### src/i2cml_pkg.sv
// constants and types of the i2c master transaction launch block
package i2cml_pkg;

  // ---------------------------------------------------------------
  // timing
  // ---------------------------------------------------------------
  localparam int unsigned CLK_MHZ = 125;
  localparam int unsigned TIMEOUT_US = 2000; // exceeds a four-byte 100 kHz transfer
  localparam int unsigned TIMEOUT_CYCLES = TIMEOUT_US * CLK_MHZ;

  // ---------------------------------------------------------------
  // register indices (byte address is four times the index)
  // ---------------------------------------------------------------
  localparam logic [9:0] REQ_IDX = 10'h08B;
  localparam logic [9:0] CFG_IDX = 10'h080;
  localparam logic [9:0] STAT_IDX = 10'h081;
  localparam logic [9:0] IRQ_STAT_IDX = 10'h082;
  localparam logic [9:0] IRQ_MASK_IDX = 10'h083;

  // ---------------------------------------------------------------
  // reset values
  // ---------------------------------------------------------------
  localparam logic [15:0] REQ_RESET = 16'h2800;
  localparam logic [4:0] CFG_RESET = 5'h00;
  localparam logic [3:0] IRQ_MASK_RESET = 4'h0;

  // ---------------------------------------------------------------
  // field positions
  // ---------------------------------------------------------------
  localparam int unsigned CFG_RDTR_EN_BIT = 0;
  localparam int unsigned CFG_TO_EN_BIT = 1;
  localparam int unsigned CFG_PTR_LEN_BIT = 2;
  localparam int unsigned CFG_WALT_BIT = 3;
  localparam int unsigned CFG_TEN_BIT_BIT = 4;
  localparam int unsigned ST_STATE_LO = 14;
  localparam int unsigned ST_REJECT_BIT = 8;
  localparam int unsigned ST_RDTR_BIT = 1;
  localparam int unsigned ST_TIMEOUT_BIT = 0;
  localparam int unsigned IRQ_DONE_BIT = 0;
  localparam int unsigned IRQ_TIMEOUT_BIT = 1;
  localparam int unsigned IRQ_RDTR_BIT = 2;
  localparam int unsigned IRQ_REJECT_BIT = 3;

  // ---------------------------------------------------------------
  // codes
  // ---------------------------------------------------------------
  localparam logic [1:0] TS_NONE = 2'h0;
  localparam logic [1:0] TS_BUSY = 2'h1;
  localparam logic [1:0] TS_ERROR = 2'h2;
  localparam logic [1:0] TS_DONE = 2'h3;
  localparam logic [1:0] LEN_ONE = 2'h0;
  localparam logic [1:0] LEN_TWO = 2'h1;
  localparam logic [1:0] LEN_THREE = 2'h2;
  localparam logic [1:0] LEN_FOUR = 2'h3;

  // ---------------------------------------------------------------
  // types
  // ---------------------------------------------------------------
  typedef enum logic {FSM_IDLE, FSM_ACTIVE} i2cml_fsm_type;

  typedef struct packed {
    logic pointer_byte_select;
    logic [1:0] data_length_field;
    logic [1:0] data_location_field;
    logic [2:0] slave_address_high_bits;
    logic [6:0] slave_address_low_bits;
    logic transaction_direction_bit;
  } i2cml_req_type;

  typedef struct packed {
    logic [9:0] slave_addr;
    logic ten_bit;
    logic read;
    logic send_pointer_byte_zero;
    logic send_pointer_byte_one;
    logic [2:0] byte_count;
    logic [1:0] msb_location;
    logic redundant;
  } i2cml_launch_type;

endpackage : i2cml_pkg

### src/i2cml_top.sv
// i2c master transaction request, launch, error flags and register slave
//
// Contract
// - with a redundant read running, a second read word unlike the first sets status bit 1.
// - the redundant comparison and its flag work only while redundant_read_enable is one.
// - a transaction outliving the timeout sets status bit 0, only while timeout_enable is one.
// - both error flags stay set until written zero; writing one leaves them as they are.
// - every accepted write of the request register launches one transaction from its fields.
// - a request write while busy is dropped, the register is kept, and the reject flag rises.
// - reading the request register returns the last accepted request.
// - request bit 15 picks pointer byte zero or one.
// - with two-byte pointers configured the pick is ignored and both bytes go out.
// - bits 14:13 give the length: one, two (reset), three, four bytes.
// - in alternate write mode code 10 on a write means zero bytes; reads keep three.
// - bits 12:11 name the data byte holding the most significant byte, reset 01.
// - bits 10:8 give address bits 9:7 in ten-bit mode and are ignored in seven-bit mode.
// - bits 7:1 give address bits 6:0.
// - bit 0 picks write (zero, reset) or read (one).
// - state field 15:14 reads none, busy, error, done; cleared by writing zero or a new request.
//
// The Wishbone register port is this design's own decision.
`timescale 1ns/100ps
module i2cml_top #(
  parameter int unsigned TIMEOUT_CYC = i2cml_pkg::TIMEOUT_CYCLES
) (
  // clock and reset
  input wire logic clk_i,
  input wire logic rst_i,
  // wishbone slave
  input wire logic wb_cyc_i,
  input wire logic wb_stb_i,
  input wire logic wb_we_i,
  input wire logic [31:0] wb_adr_i,
  input wire logic [3:0] wb_sel_i,
  input wire logic [31:0] wb_dat_i,
  output logic [31:0] wb_dat_o,
  output logic wb_ack_o,
  // bus engine side
  output logic launch_o,
  output i2cml_pkg::i2cml_launch_type launch_cfg_o,
  output logic abort_o,
  input wire logic eng_done_i,
  input wire logic eng_error_i,
  input wire logic eng_rd_valid_i,
  input wire logic [31:0] eng_rd_data_i,
  // interrupt
  output logic irq_o
);

  // ---------------------------------------------------------------
  // helpers
  // ---------------------------------------------------------------
  // address decode, shared by read and write paths
  function automatic logic reg_hit(input logic [31:0] adr, input logic [9:0] idx);
    reg_hit = (adr[31:12] == 20'h00000) && (adr[11:2] == idx);
  endfunction : reg_hit

  // byte-lane merge of a 16-bit register
  function automatic logic [15:0] lane_merge(input logic [15:0] old_v,
                                             input logic [15:0] new_v,
                                             input logic [1:0] sel);
    lane_merge = {sel[1] ? new_v[15:8] : old_v[15:8], sel[0] ? new_v[7:0] : old_v[7:0]};
  endfunction : lane_merge

  // length code to byte count
  function automatic logic [2:0] byte_count(input logic [1:0] len, input logic rd,
                                            input logic walt);
    case (len)
      i2cml_pkg::LEN_ONE: byte_count = 3'h1;
      i2cml_pkg::LEN_TWO: byte_count = 3'h2;
      i2cml_pkg::LEN_THREE: byte_count = (walt && !rd) ? 3'h0 : 3'h3;
      default: byte_count = 3'h4;
    endcase
  endfunction : byte_count

  // ---------------------------------------------------------------
  // state
  // ---------------------------------------------------------------
  logic ack_r;
  logic [31:0] rdat_r;
  i2cml_pkg::i2cml_req_type req_r;
  logic [4:0] cfg_r;
  logic [1:0] tstate_r;
  logic to_flag_r;
  logic rdtr_flag_r;
  logic reject_flag_r;
  logic [3:0] irq_stat_r;
  logic [3:0] irq_mask_r;
  i2cml_pkg::i2cml_fsm_type fsm_r;
  logic [31:0] to_cnt_r;
  logic rdn_r;
  logic first_seen_r;
  logic [31:0] first_word_r;
  logic mm_seen_r;
  logic launch_r;
  i2cml_pkg::i2cml_launch_type launch_cfg_r;
  logic abort_r;

  // ---------------------------------------------------------------
  // bus decode and events
  // ---------------------------------------------------------------
  logic wb_req;
  logic wr_fire;
  logic req_wr;
  logic accept;
  logic reject;
  logic cfg_wr;
  logic stat_wr;
  logic irq_stat_wr;
  logic irq_mask_wr;
  logic busy;
  logic timeout_ev;
  logic mismatch_ev;
  logic finish_ev;
  logic [15:0] req_new;
  logic [3:0] irq_ev;

  assign wb_req = wb_cyc_i && wb_stb_i;
  assign wr_fire = wb_req && wb_we_i && ack_r; // writes act on the ack edge
  assign req_wr = wr_fire && reg_hit(wb_adr_i, i2cml_pkg::REQ_IDX);
  assign cfg_wr = wr_fire && reg_hit(wb_adr_i, i2cml_pkg::CFG_IDX);
  assign stat_wr = wr_fire && reg_hit(wb_adr_i, i2cml_pkg::STAT_IDX);
  assign irq_stat_wr = wr_fire && reg_hit(wb_adr_i, i2cml_pkg::IRQ_STAT_IDX);
  assign irq_mask_wr = wr_fire && reg_hit(wb_adr_i, i2cml_pkg::IRQ_MASK_IDX);
  assign busy = (fsm_r == i2cml_pkg::FSM_ACTIVE);
  assign accept = req_wr && !busy;
  assign reject = req_wr && busy;
  assign req_new = lane_merge(req_r, wb_dat_i[15:0], wb_sel_i[1:0]);
  assign timeout_ev = busy && cfg_r[i2cml_pkg::CFG_TO_EN_BIT]
                      && (to_cnt_r == TIMEOUT_CYC - 1);
  assign mismatch_ev = busy && rdn_r && first_seen_r && eng_rd_valid_i
                       && (eng_rd_data_i != first_word_r);
  assign finish_ev = busy && (eng_done_i || eng_error_i || timeout_ev);
  assign irq_ev = {reject, mismatch_ev, timeout_ev, finish_ev};

  // ---------------------------------------------------------------
  // wishbone handshake and read data
  // ---------------------------------------------------------------
  // one wait state, ack for one cycle, unmapped reads give zero
  always_ff @(posedge clk_i) begin
    if (rst_i) begin
      ack_r <= 1'b0;
    end else begin
      ack_r <= wb_req && !ack_r;
    end
  end

  always_ff @(posedge clk_i) begin
    if (rst_i) begin
      rdat_r <= 32'h00000000;
    end else if (wb_req && !ack_r) begin
      rdat_r <= 32'h00000000;
      if (reg_hit(wb_adr_i, i2cml_pkg::REQ_IDX)) begin
        rdat_r[15:0] <= req_r;
      end else if (reg_hit(wb_adr_i, i2cml_pkg::CFG_IDX)) begin
        rdat_r[4:0] <= cfg_r;
      end else if (reg_hit(wb_adr_i, i2cml_pkg::STAT_IDX)) begin
        rdat_r[i2cml_pkg::ST_STATE_LO+:2] <= tstate_r;
        rdat_r[i2cml_pkg::ST_REJECT_BIT] <= reject_flag_r;
        rdat_r[i2cml_pkg::ST_RDTR_BIT] <= rdtr_flag_r;
        rdat_r[i2cml_pkg::ST_TIMEOUT_BIT] <= to_flag_r;
      end else if (reg_hit(wb_adr_i, i2cml_pkg::IRQ_STAT_IDX)) begin
        rdat_r[3:0] <= irq_stat_r;
      end else if (reg_hit(wb_adr_i, i2cml_pkg::IRQ_MASK_IDX)) begin
        rdat_r[3:0] <= irq_mask_r;
      end
    end
  end

  assign wb_ack_o = ack_r;
  assign wb_dat_o = rdat_r;

  // ---------------------------------------------------------------
  // request and configuration registers
  // ---------------------------------------------------------------
  // request kept while busy
  always_ff @(posedge clk_i) begin
    if (rst_i) begin
      req_r <= i2cml_pkg::REQ_RESET;
    end else if (accept) begin
      req_r <= req_new;
    end
  end

  always_ff @(posedge clk_i) begin
    if (rst_i) begin
      cfg_r <= i2cml_pkg::CFG_RESET;
    end else if (cfg_wr && wb_sel_i[0]) begin
      cfg_r <= wb_dat_i[4:0];
    end
  end

  // ---------------------------------------------------------------
  // transaction sequencing
  // ---------------------------------------------------------------
  always_ff @(posedge clk_i) begin
    if (rst_i) begin
      fsm_r <= i2cml_pkg::FSM_IDLE;
    end else begin
      case (fsm_r)
        i2cml_pkg::FSM_IDLE: begin
          if (accept) begin
            fsm_r <= i2cml_pkg::FSM_ACTIVE;
          end
        end
        i2cml_pkg::FSM_ACTIVE: begin
          if (finish_ev) begin
            fsm_r <= i2cml_pkg::FSM_IDLE;
          end
        end
        default: fsm_r <= i2cml_pkg::FSM_IDLE;
      endcase
    end
  end

  // timeout counter from start
  always_ff @(posedge clk_i) begin
    if (rst_i) begin
      to_cnt_r <= 32'h00000000;
    end else if (!busy) begin
      to_cnt_r <= 32'h00000000;
    end else begin
      to_cnt_r <= to_cnt_r + 32'h00000001;
    end
  end

  // redundant read word capture and compare
  always_ff @(posedge clk_i) begin
    if (rst_i) begin
      rdn_r <= 1'b0;
      first_seen_r <= 1'b0;
      first_word_r <= 32'h00000000;
      mm_seen_r <= 1'b0;
    end else if (accept) begin
      rdn_r <= cfg_r[i2cml_pkg::CFG_RDTR_EN_BIT] && req_new[0];
      first_seen_r <= 1'b0;
      mm_seen_r <= 1'b0;
    end else if (busy && eng_rd_valid_i && !first_seen_r) begin
      first_seen_r <= 1'b1;
      first_word_r <= eng_rd_data_i;
    end else if (mismatch_ev) begin
      mm_seen_r <= 1'b1;
    end
  end

  // launch request toward the bus engine
  always_ff @(posedge clk_i) begin
    if (rst_i) begin
      launch_r <= 1'b0;
      launch_cfg_r <= '0;
      abort_r <= 1'b0;
    end else begin
      launch_r <= accept;
      abort_r <= timeout_ev;
      if (accept) begin
        launch_cfg_r.slave_addr <= cfg_r[i2cml_pkg::CFG_TEN_BIT_BIT]
                                   ? req_new[10:1] : {3'h0, req_new[7:1]};
        launch_cfg_r.ten_bit <= cfg_r[i2cml_pkg::CFG_TEN_BIT_BIT];
        launch_cfg_r.read <= req_new[0];
        launch_cfg_r.send_pointer_byte_zero <= cfg_r[i2cml_pkg::CFG_PTR_LEN_BIT]
                                               || !req_new[15];
        launch_cfg_r.send_pointer_byte_one <= cfg_r[i2cml_pkg::CFG_PTR_LEN_BIT]
                                              || req_new[15];
        launch_cfg_r.byte_count <= byte_count(req_new[14:13], req_new[0],
                                              cfg_r[i2cml_pkg::CFG_WALT_BIT]);
        launch_cfg_r.msb_location <= req_new[12:11];
        launch_cfg_r.redundant <= cfg_r[i2cml_pkg::CFG_RDTR_EN_BIT] && req_new[0];
      end
    end
  end

  assign launch_o = launch_r;
  assign launch_cfg_o = launch_cfg_r;
  assign abort_o = abort_r;

  // ---------------------------------------------------------------
  // status field and sticky error flags
  // ---------------------------------------------------------------
  // state field: hardware update wins over software clear
  always_ff @(posedge clk_i) begin
    if (rst_i) begin
      tstate_r <= i2cml_pkg::TS_NONE;
    end else if (accept) begin
      tstate_r <= i2cml_pkg::TS_BUSY;
    end else if (finish_ev) begin
      tstate_r <= (eng_error_i || timeout_ev || mm_seen_r || mismatch_ev)
                  ? i2cml_pkg::TS_ERROR : i2cml_pkg::TS_DONE;
    end else if (stat_wr && wb_sel_i[1]
                 && wb_dat_i[i2cml_pkg::ST_STATE_LO+:2] == i2cml_pkg::TS_NONE) begin
      tstate_r <= i2cml_pkg::TS_NONE;
    end
  end

  // flags cleared by a zero, set wins
  always_ff @(posedge clk_i) begin
    if (rst_i) begin
      to_flag_r <= 1'b0;
    end else if (timeout_ev) begin
      to_flag_r <= 1'b1;
    end else if (stat_wr && wb_sel_i[0] && !wb_dat_i[i2cml_pkg::ST_TIMEOUT_BIT]) begin
      to_flag_r <= 1'b0;
    end
  end

  always_ff @(posedge clk_i) begin
    if (rst_i) begin
      rdtr_flag_r <= 1'b0;
    end else if (mismatch_ev) begin
      rdtr_flag_r <= 1'b1;
    end else if (stat_wr && wb_sel_i[0] && !wb_dat_i[i2cml_pkg::ST_RDTR_BIT]) begin
      rdtr_flag_r <= 1'b0;
    end
  end

  always_ff @(posedge clk_i) begin
    if (rst_i) begin
      reject_flag_r <= 1'b0;
    end else if (reject) begin
      reject_flag_r <= 1'b1;
    end else if (stat_wr && wb_sel_i[1] && !wb_dat_i[i2cml_pkg::ST_REJECT_BIT]) begin
      reject_flag_r <= 1'b0;
    end
  end

  // ---------------------------------------------------------------
  // interrupt status and mask
  // ---------------------------------------------------------------
  always_ff @(posedge clk_i) begin
    if (rst_i) begin
      irq_stat_r <= 4'h0;
    end else begin
      irq_stat_r <= (irq_stat_r & ~((irq_stat_wr && wb_sel_i[0]) ? wb_dat_i[3:0] : 4'h0))
                    | irq_ev;
    end
  end

  always_ff @(posedge clk_i) begin
    if (rst_i) begin
      irq_mask_r <= i2cml_pkg::IRQ_MASK_RESET;
    end else if (irq_mask_wr && wb_sel_i[0]) begin
      irq_mask_r <= wb_dat_i[3:0];
    end
  end

  assign irq_o = |(irq_stat_r & irq_mask_r);
endmodule : i2cml_top

### config.mk
export PLATFORM = sky130hd
export DESIGN_NAME = i2cml_top
export DESIGN_NICKNAME = d
export VERILOG_FILES = /design/src/i2cml_pkg.sv /design/src/i2cml_top.sv
export SDC_FILE = /design/constraint.sdc
export NUM_CORES = 1
export LEC_CHECK = 0
export ABC_AREA = 1
export BUFFER_PORTS_ARGS = -buffer_cell sky130_fd_sc_hd__buf_2
export CORE_AREA = 2 2 113 115
export DETAILED_ROUTE_END_ITERATION = 16
export DIE_AREA = 0 0 115 117
export PLACE_DENSITY = 0.87
export SYNTH_ARGS = -nofsm -noshare
export SYNTH_HDL_FRONTEND = slang
export SYNTH_SLANG_ARGS = --single-unit
### constraint.sdc
create_clock -name clk_i -period 3.1 [get_ports clk_i]
set_input_delay 0.31 -clock clk_i [delete_from_list [all_inputs] [get_ports clk_i]]
set_output_delay 0.31 -clock clk_i [all_outputs]
set_load 0.01 [all_outputs]
==> impl_metrics.tcl <==
set metrics [dict create \
    cts.sinks 131 \
    setup-violations-final 0 \
    p_switching_uw 961 \
    leakagePower_nw 3.23 \
    hp-class "input pin to flip-flop" \
    syn_inst 942 \
    final_layout_size_suffix_gt1_frac 0.204 \
    coreArea_um2 12300 \
    antenna_left 0 \
    tns_ps 0 \
    root_buffer "clkbuf_16" \
    skew_ps 9.64 \
    period_needed_ps 1960 \
    diodes 0 \
    dieArea_um2 13500 \
    grt_max_degree 37 \
    synth.area.mux_share 0.00452 \
    yosysUniqueCellTypes 44 \
    p_clk_frac 0.508 \
    syn_area_per_cell_um2 7.04 \
    clk_pin_slew_ps 60 \
    synth-compound-area-share 0.128 \
    ys_ff_latch 131 \
    hold_viol_final 0 \
    powerDensity_nw_per_um2 495 \
    netlist_area_um2 6640 \
    postCtsSetupRepairBufs 0 \
    seqPwrFrac 0.437 \
    synth_adder_area_share 0.00189 \
    rsz0062_at_grt "false" \
    status "complete, no violations" \
    cts_buffer_depth 2 \
    cp_max_fo 36 \
    antenna_found_initial 0 \
    overflow 0 \
    die_height_um 117 \
    fin_area_um2 7850 \
    tightest_slew_ps 957 \
    power_switching_share 0.247 \
    end_kind "flip-flop" \
    synth_warnings 0 \
    placedCellCount 1190 \
    cts_tree "built" \
    clkLatencyLatePin_ps 420 \
    hpwlAfterDp_mm 12.0 \
    arrival_ps 2270 \
    crit_type "flip-flop to flip-flop" \
    comb_power_share 0.056 \
    ys_async_sr_fraction 0 \
    die_w_um 115 \
    multi_input_area_um2 3400 \
    worstRegToRegCells 6 \
    vias 6619 \
    placed_area_um2 7270 \
    pre_cts_ws_ps 1170 \
    rows 41 \
    viasPerCell 5.42 \
    portBuffers 127 \
    route.detailed.drc 0 \
    cts_buffers 17 \
    dr.pass1.iters 6 \
    fmax_ghz 0.511 \
    grt_usage 0.253 \
    p_int_mw 2.93 \
    n_fill_cell 1046 \
    htree_levels 4 \
    drv_slew 0 \
    synthSimpleGateAreaFrac 0.327 \
    areaGrowthSynthToFinish_pct 18.3 \
    yosysSeqAreaShare 0.395 \
    timing.final.crit_share 0.631 \
    ys.flop_type "dfxtp_1" \
    grt_pass1_wl_mm 27.6 \
    start_kind "flip-flop" \
    ctsHoldBuffers 0 \
    place.gp.congestion 0.976 \
    required_ps 3410 \
    hold_path_depth 3 \
    io_pins 164 \
    wl_per_cell_um 14.0 \
    ir_worst_vdd_mv 0.366 \
    holdWs_ps 140 \
    nNetsFinal 1168 \
    cts.repair.resized 0 \
    wl_mm 17.1 \
    grt_pass1_vias 6144 \
    maxSlewHeadroom 0.361 \
    seq_area_um2 2620 \
    start_util 0.539 \
    setup_ws_ps 1140 \
    synth_top_family_by_area "simple AND/OR/NAND/NOR gates" \
    synth_xor_area_frac 0.0409 \
    synth-edff-count 0 \
    dr.first_iter.drc_count 582 \
    max-cap-violations 0 \
    final_cell_count_no_fill 1222 \
]
## sequential cells by signal (all words and copies together), names as in the netlist
name / cells
mm_seen_r: 1
req_r: 14
irq_stat_r: 4
launch_cfg_o: 13
busy: 1
wb_dat_o: 16
to_cnt_r: 32
to_flag_r: 1
cfg_r: 5
first_word_r: 32
launch_o: 1
reject_flag_r: 1
abort_o: 1
wb_ack_o: 1
rdtr_flag_r: 1
tstate_r: 2
irq_mask_r: 4
first_seen_r: 1
## final timing paths
| path | start | to | slack [ps] |
|---|---|---|---|
| hold reg to reg | to_cnt_r[0] | to_cnt_r[0] | 450 |
| setup reg to reg | busy | first_word_r[18] | 1140 |
| setup / recovery | busy | first_word_r[18] | 1140 |
| hold / removal | eng_rd_data_i[21] | first_word_r[21] | 140 |
## worst max-delay path, stage by stage (launching register included)
cell	delay (ps)
dfxtp_1	460
nand2_1	120
nor2_2	90
buf_4	320
inv_1	500
nor2_1	270
nor2_1	70
## cell families (layout without fill, tap and decap cells)
| logic type | count (synthesis) | in the layout |
|---|---|---|
| and+or+nand+nor | 461 | 461 |
| xor gates and xnor gates | 31 | 31 |
| other | 1 | 16 |
| adders and majority gates | 1 | 1 |
| DFF | 131 | 131 |
| buffers and inverters | 149 | 264 |
| AOI/OAI and AO/OA | 165 | 165 |
| muxes | 3 | 3 |
## per-stage QoR
| step | power, mW | util |
|---|---|---|
| global placement | 1.94 | 0.590 |
| finish | 3.89 | 0.638 |
| detailed placement | 1.95 | 0.590 |
| CTS | 3.89 | 0.638 |
| global route | 3.99 | 0.638 |
| floorplan | 1.86 | - |
## synth_stat cells (6+ instances only)
cell type	instances	share of area
nand2_2	8	0.0075
a21oi_1	64	0.048
inv_2	9	0.0051
nand4_1	21	0.020
nor3_1	26	0.020
o21ai_1	7	0.0053
nand2_1	161	0.091
dfxtp_1	131	0.40
o21ai_0	83	0.063
nor2_4	6	0.010
inv_1	88	0.050
nor4_1	7	0.0066
xnor2_1	31	0.041
buf_4	26	0.029
clkbuf_1	20	0.011
nand3_1	53	0.040
nor2_1	143	0.081
nor2_2	9	0.0085
## cells in the final DEF (no fill, tap or decap), types with 3 or more instances in the layout
cell	instances
nor3_2	4
o21ai_1	7
o21ai_0	83
nand4_1	21
mux2i_1	3
nor3b_1	3
clkbuf_16	17
buf_4	6
inv_1	88
inv_6	4
dfxtp_1	131
nor3_1	26
nand3_2	4
nor2_2	10
buf_2	127
a21oi_1	64
clkinv_4	6
nand2_1	161
conb_1	16
nor2_1	142
inv_2	9
nor2_4	6
xnor2_1	31
nand3_1	53
nand2_2	8
nor4_1	7
o211ai_1	5
## power groups by stage
stage / sequential, mW / clock, mW / combinational [mW]
detailed placement: 1.74 / 0 / 0.212
global placement: 1.74 / 0 / 0.209
CTS: 1.70 / 1.98 / 0.215
finish: 1.70 / 1.97 / 0.217
floorplan: 1.74 / 0 / 0.121
global route: 1.70 / 2.05 / 0.240
## per-layer routing
metal | part of all wire | up-vias | routed length (um) | GRT usage
met5 | 0 | - | 0 | 0
met4 | 0.030 | 0 | 507 | 0.108
met3 | 0.068 | 54 | 1170 | 0.0546
met2 | 0.48 | 281 | 8210 | 0.442
met1 | 0.42 | 3007 | 7190 | 0.303
li1 | - | 3277 | - | -
## final cells by class
type,count,area share
clock buffer,18,0.0559
clock inverter,14,0.0186
inverter,99,0.0483
multi-input combinational,677,0.433
sequential,131,0.334
tap,150,0.0239
timing repair buffer,133,0.0867
Power figures use the tool's default switching activity.
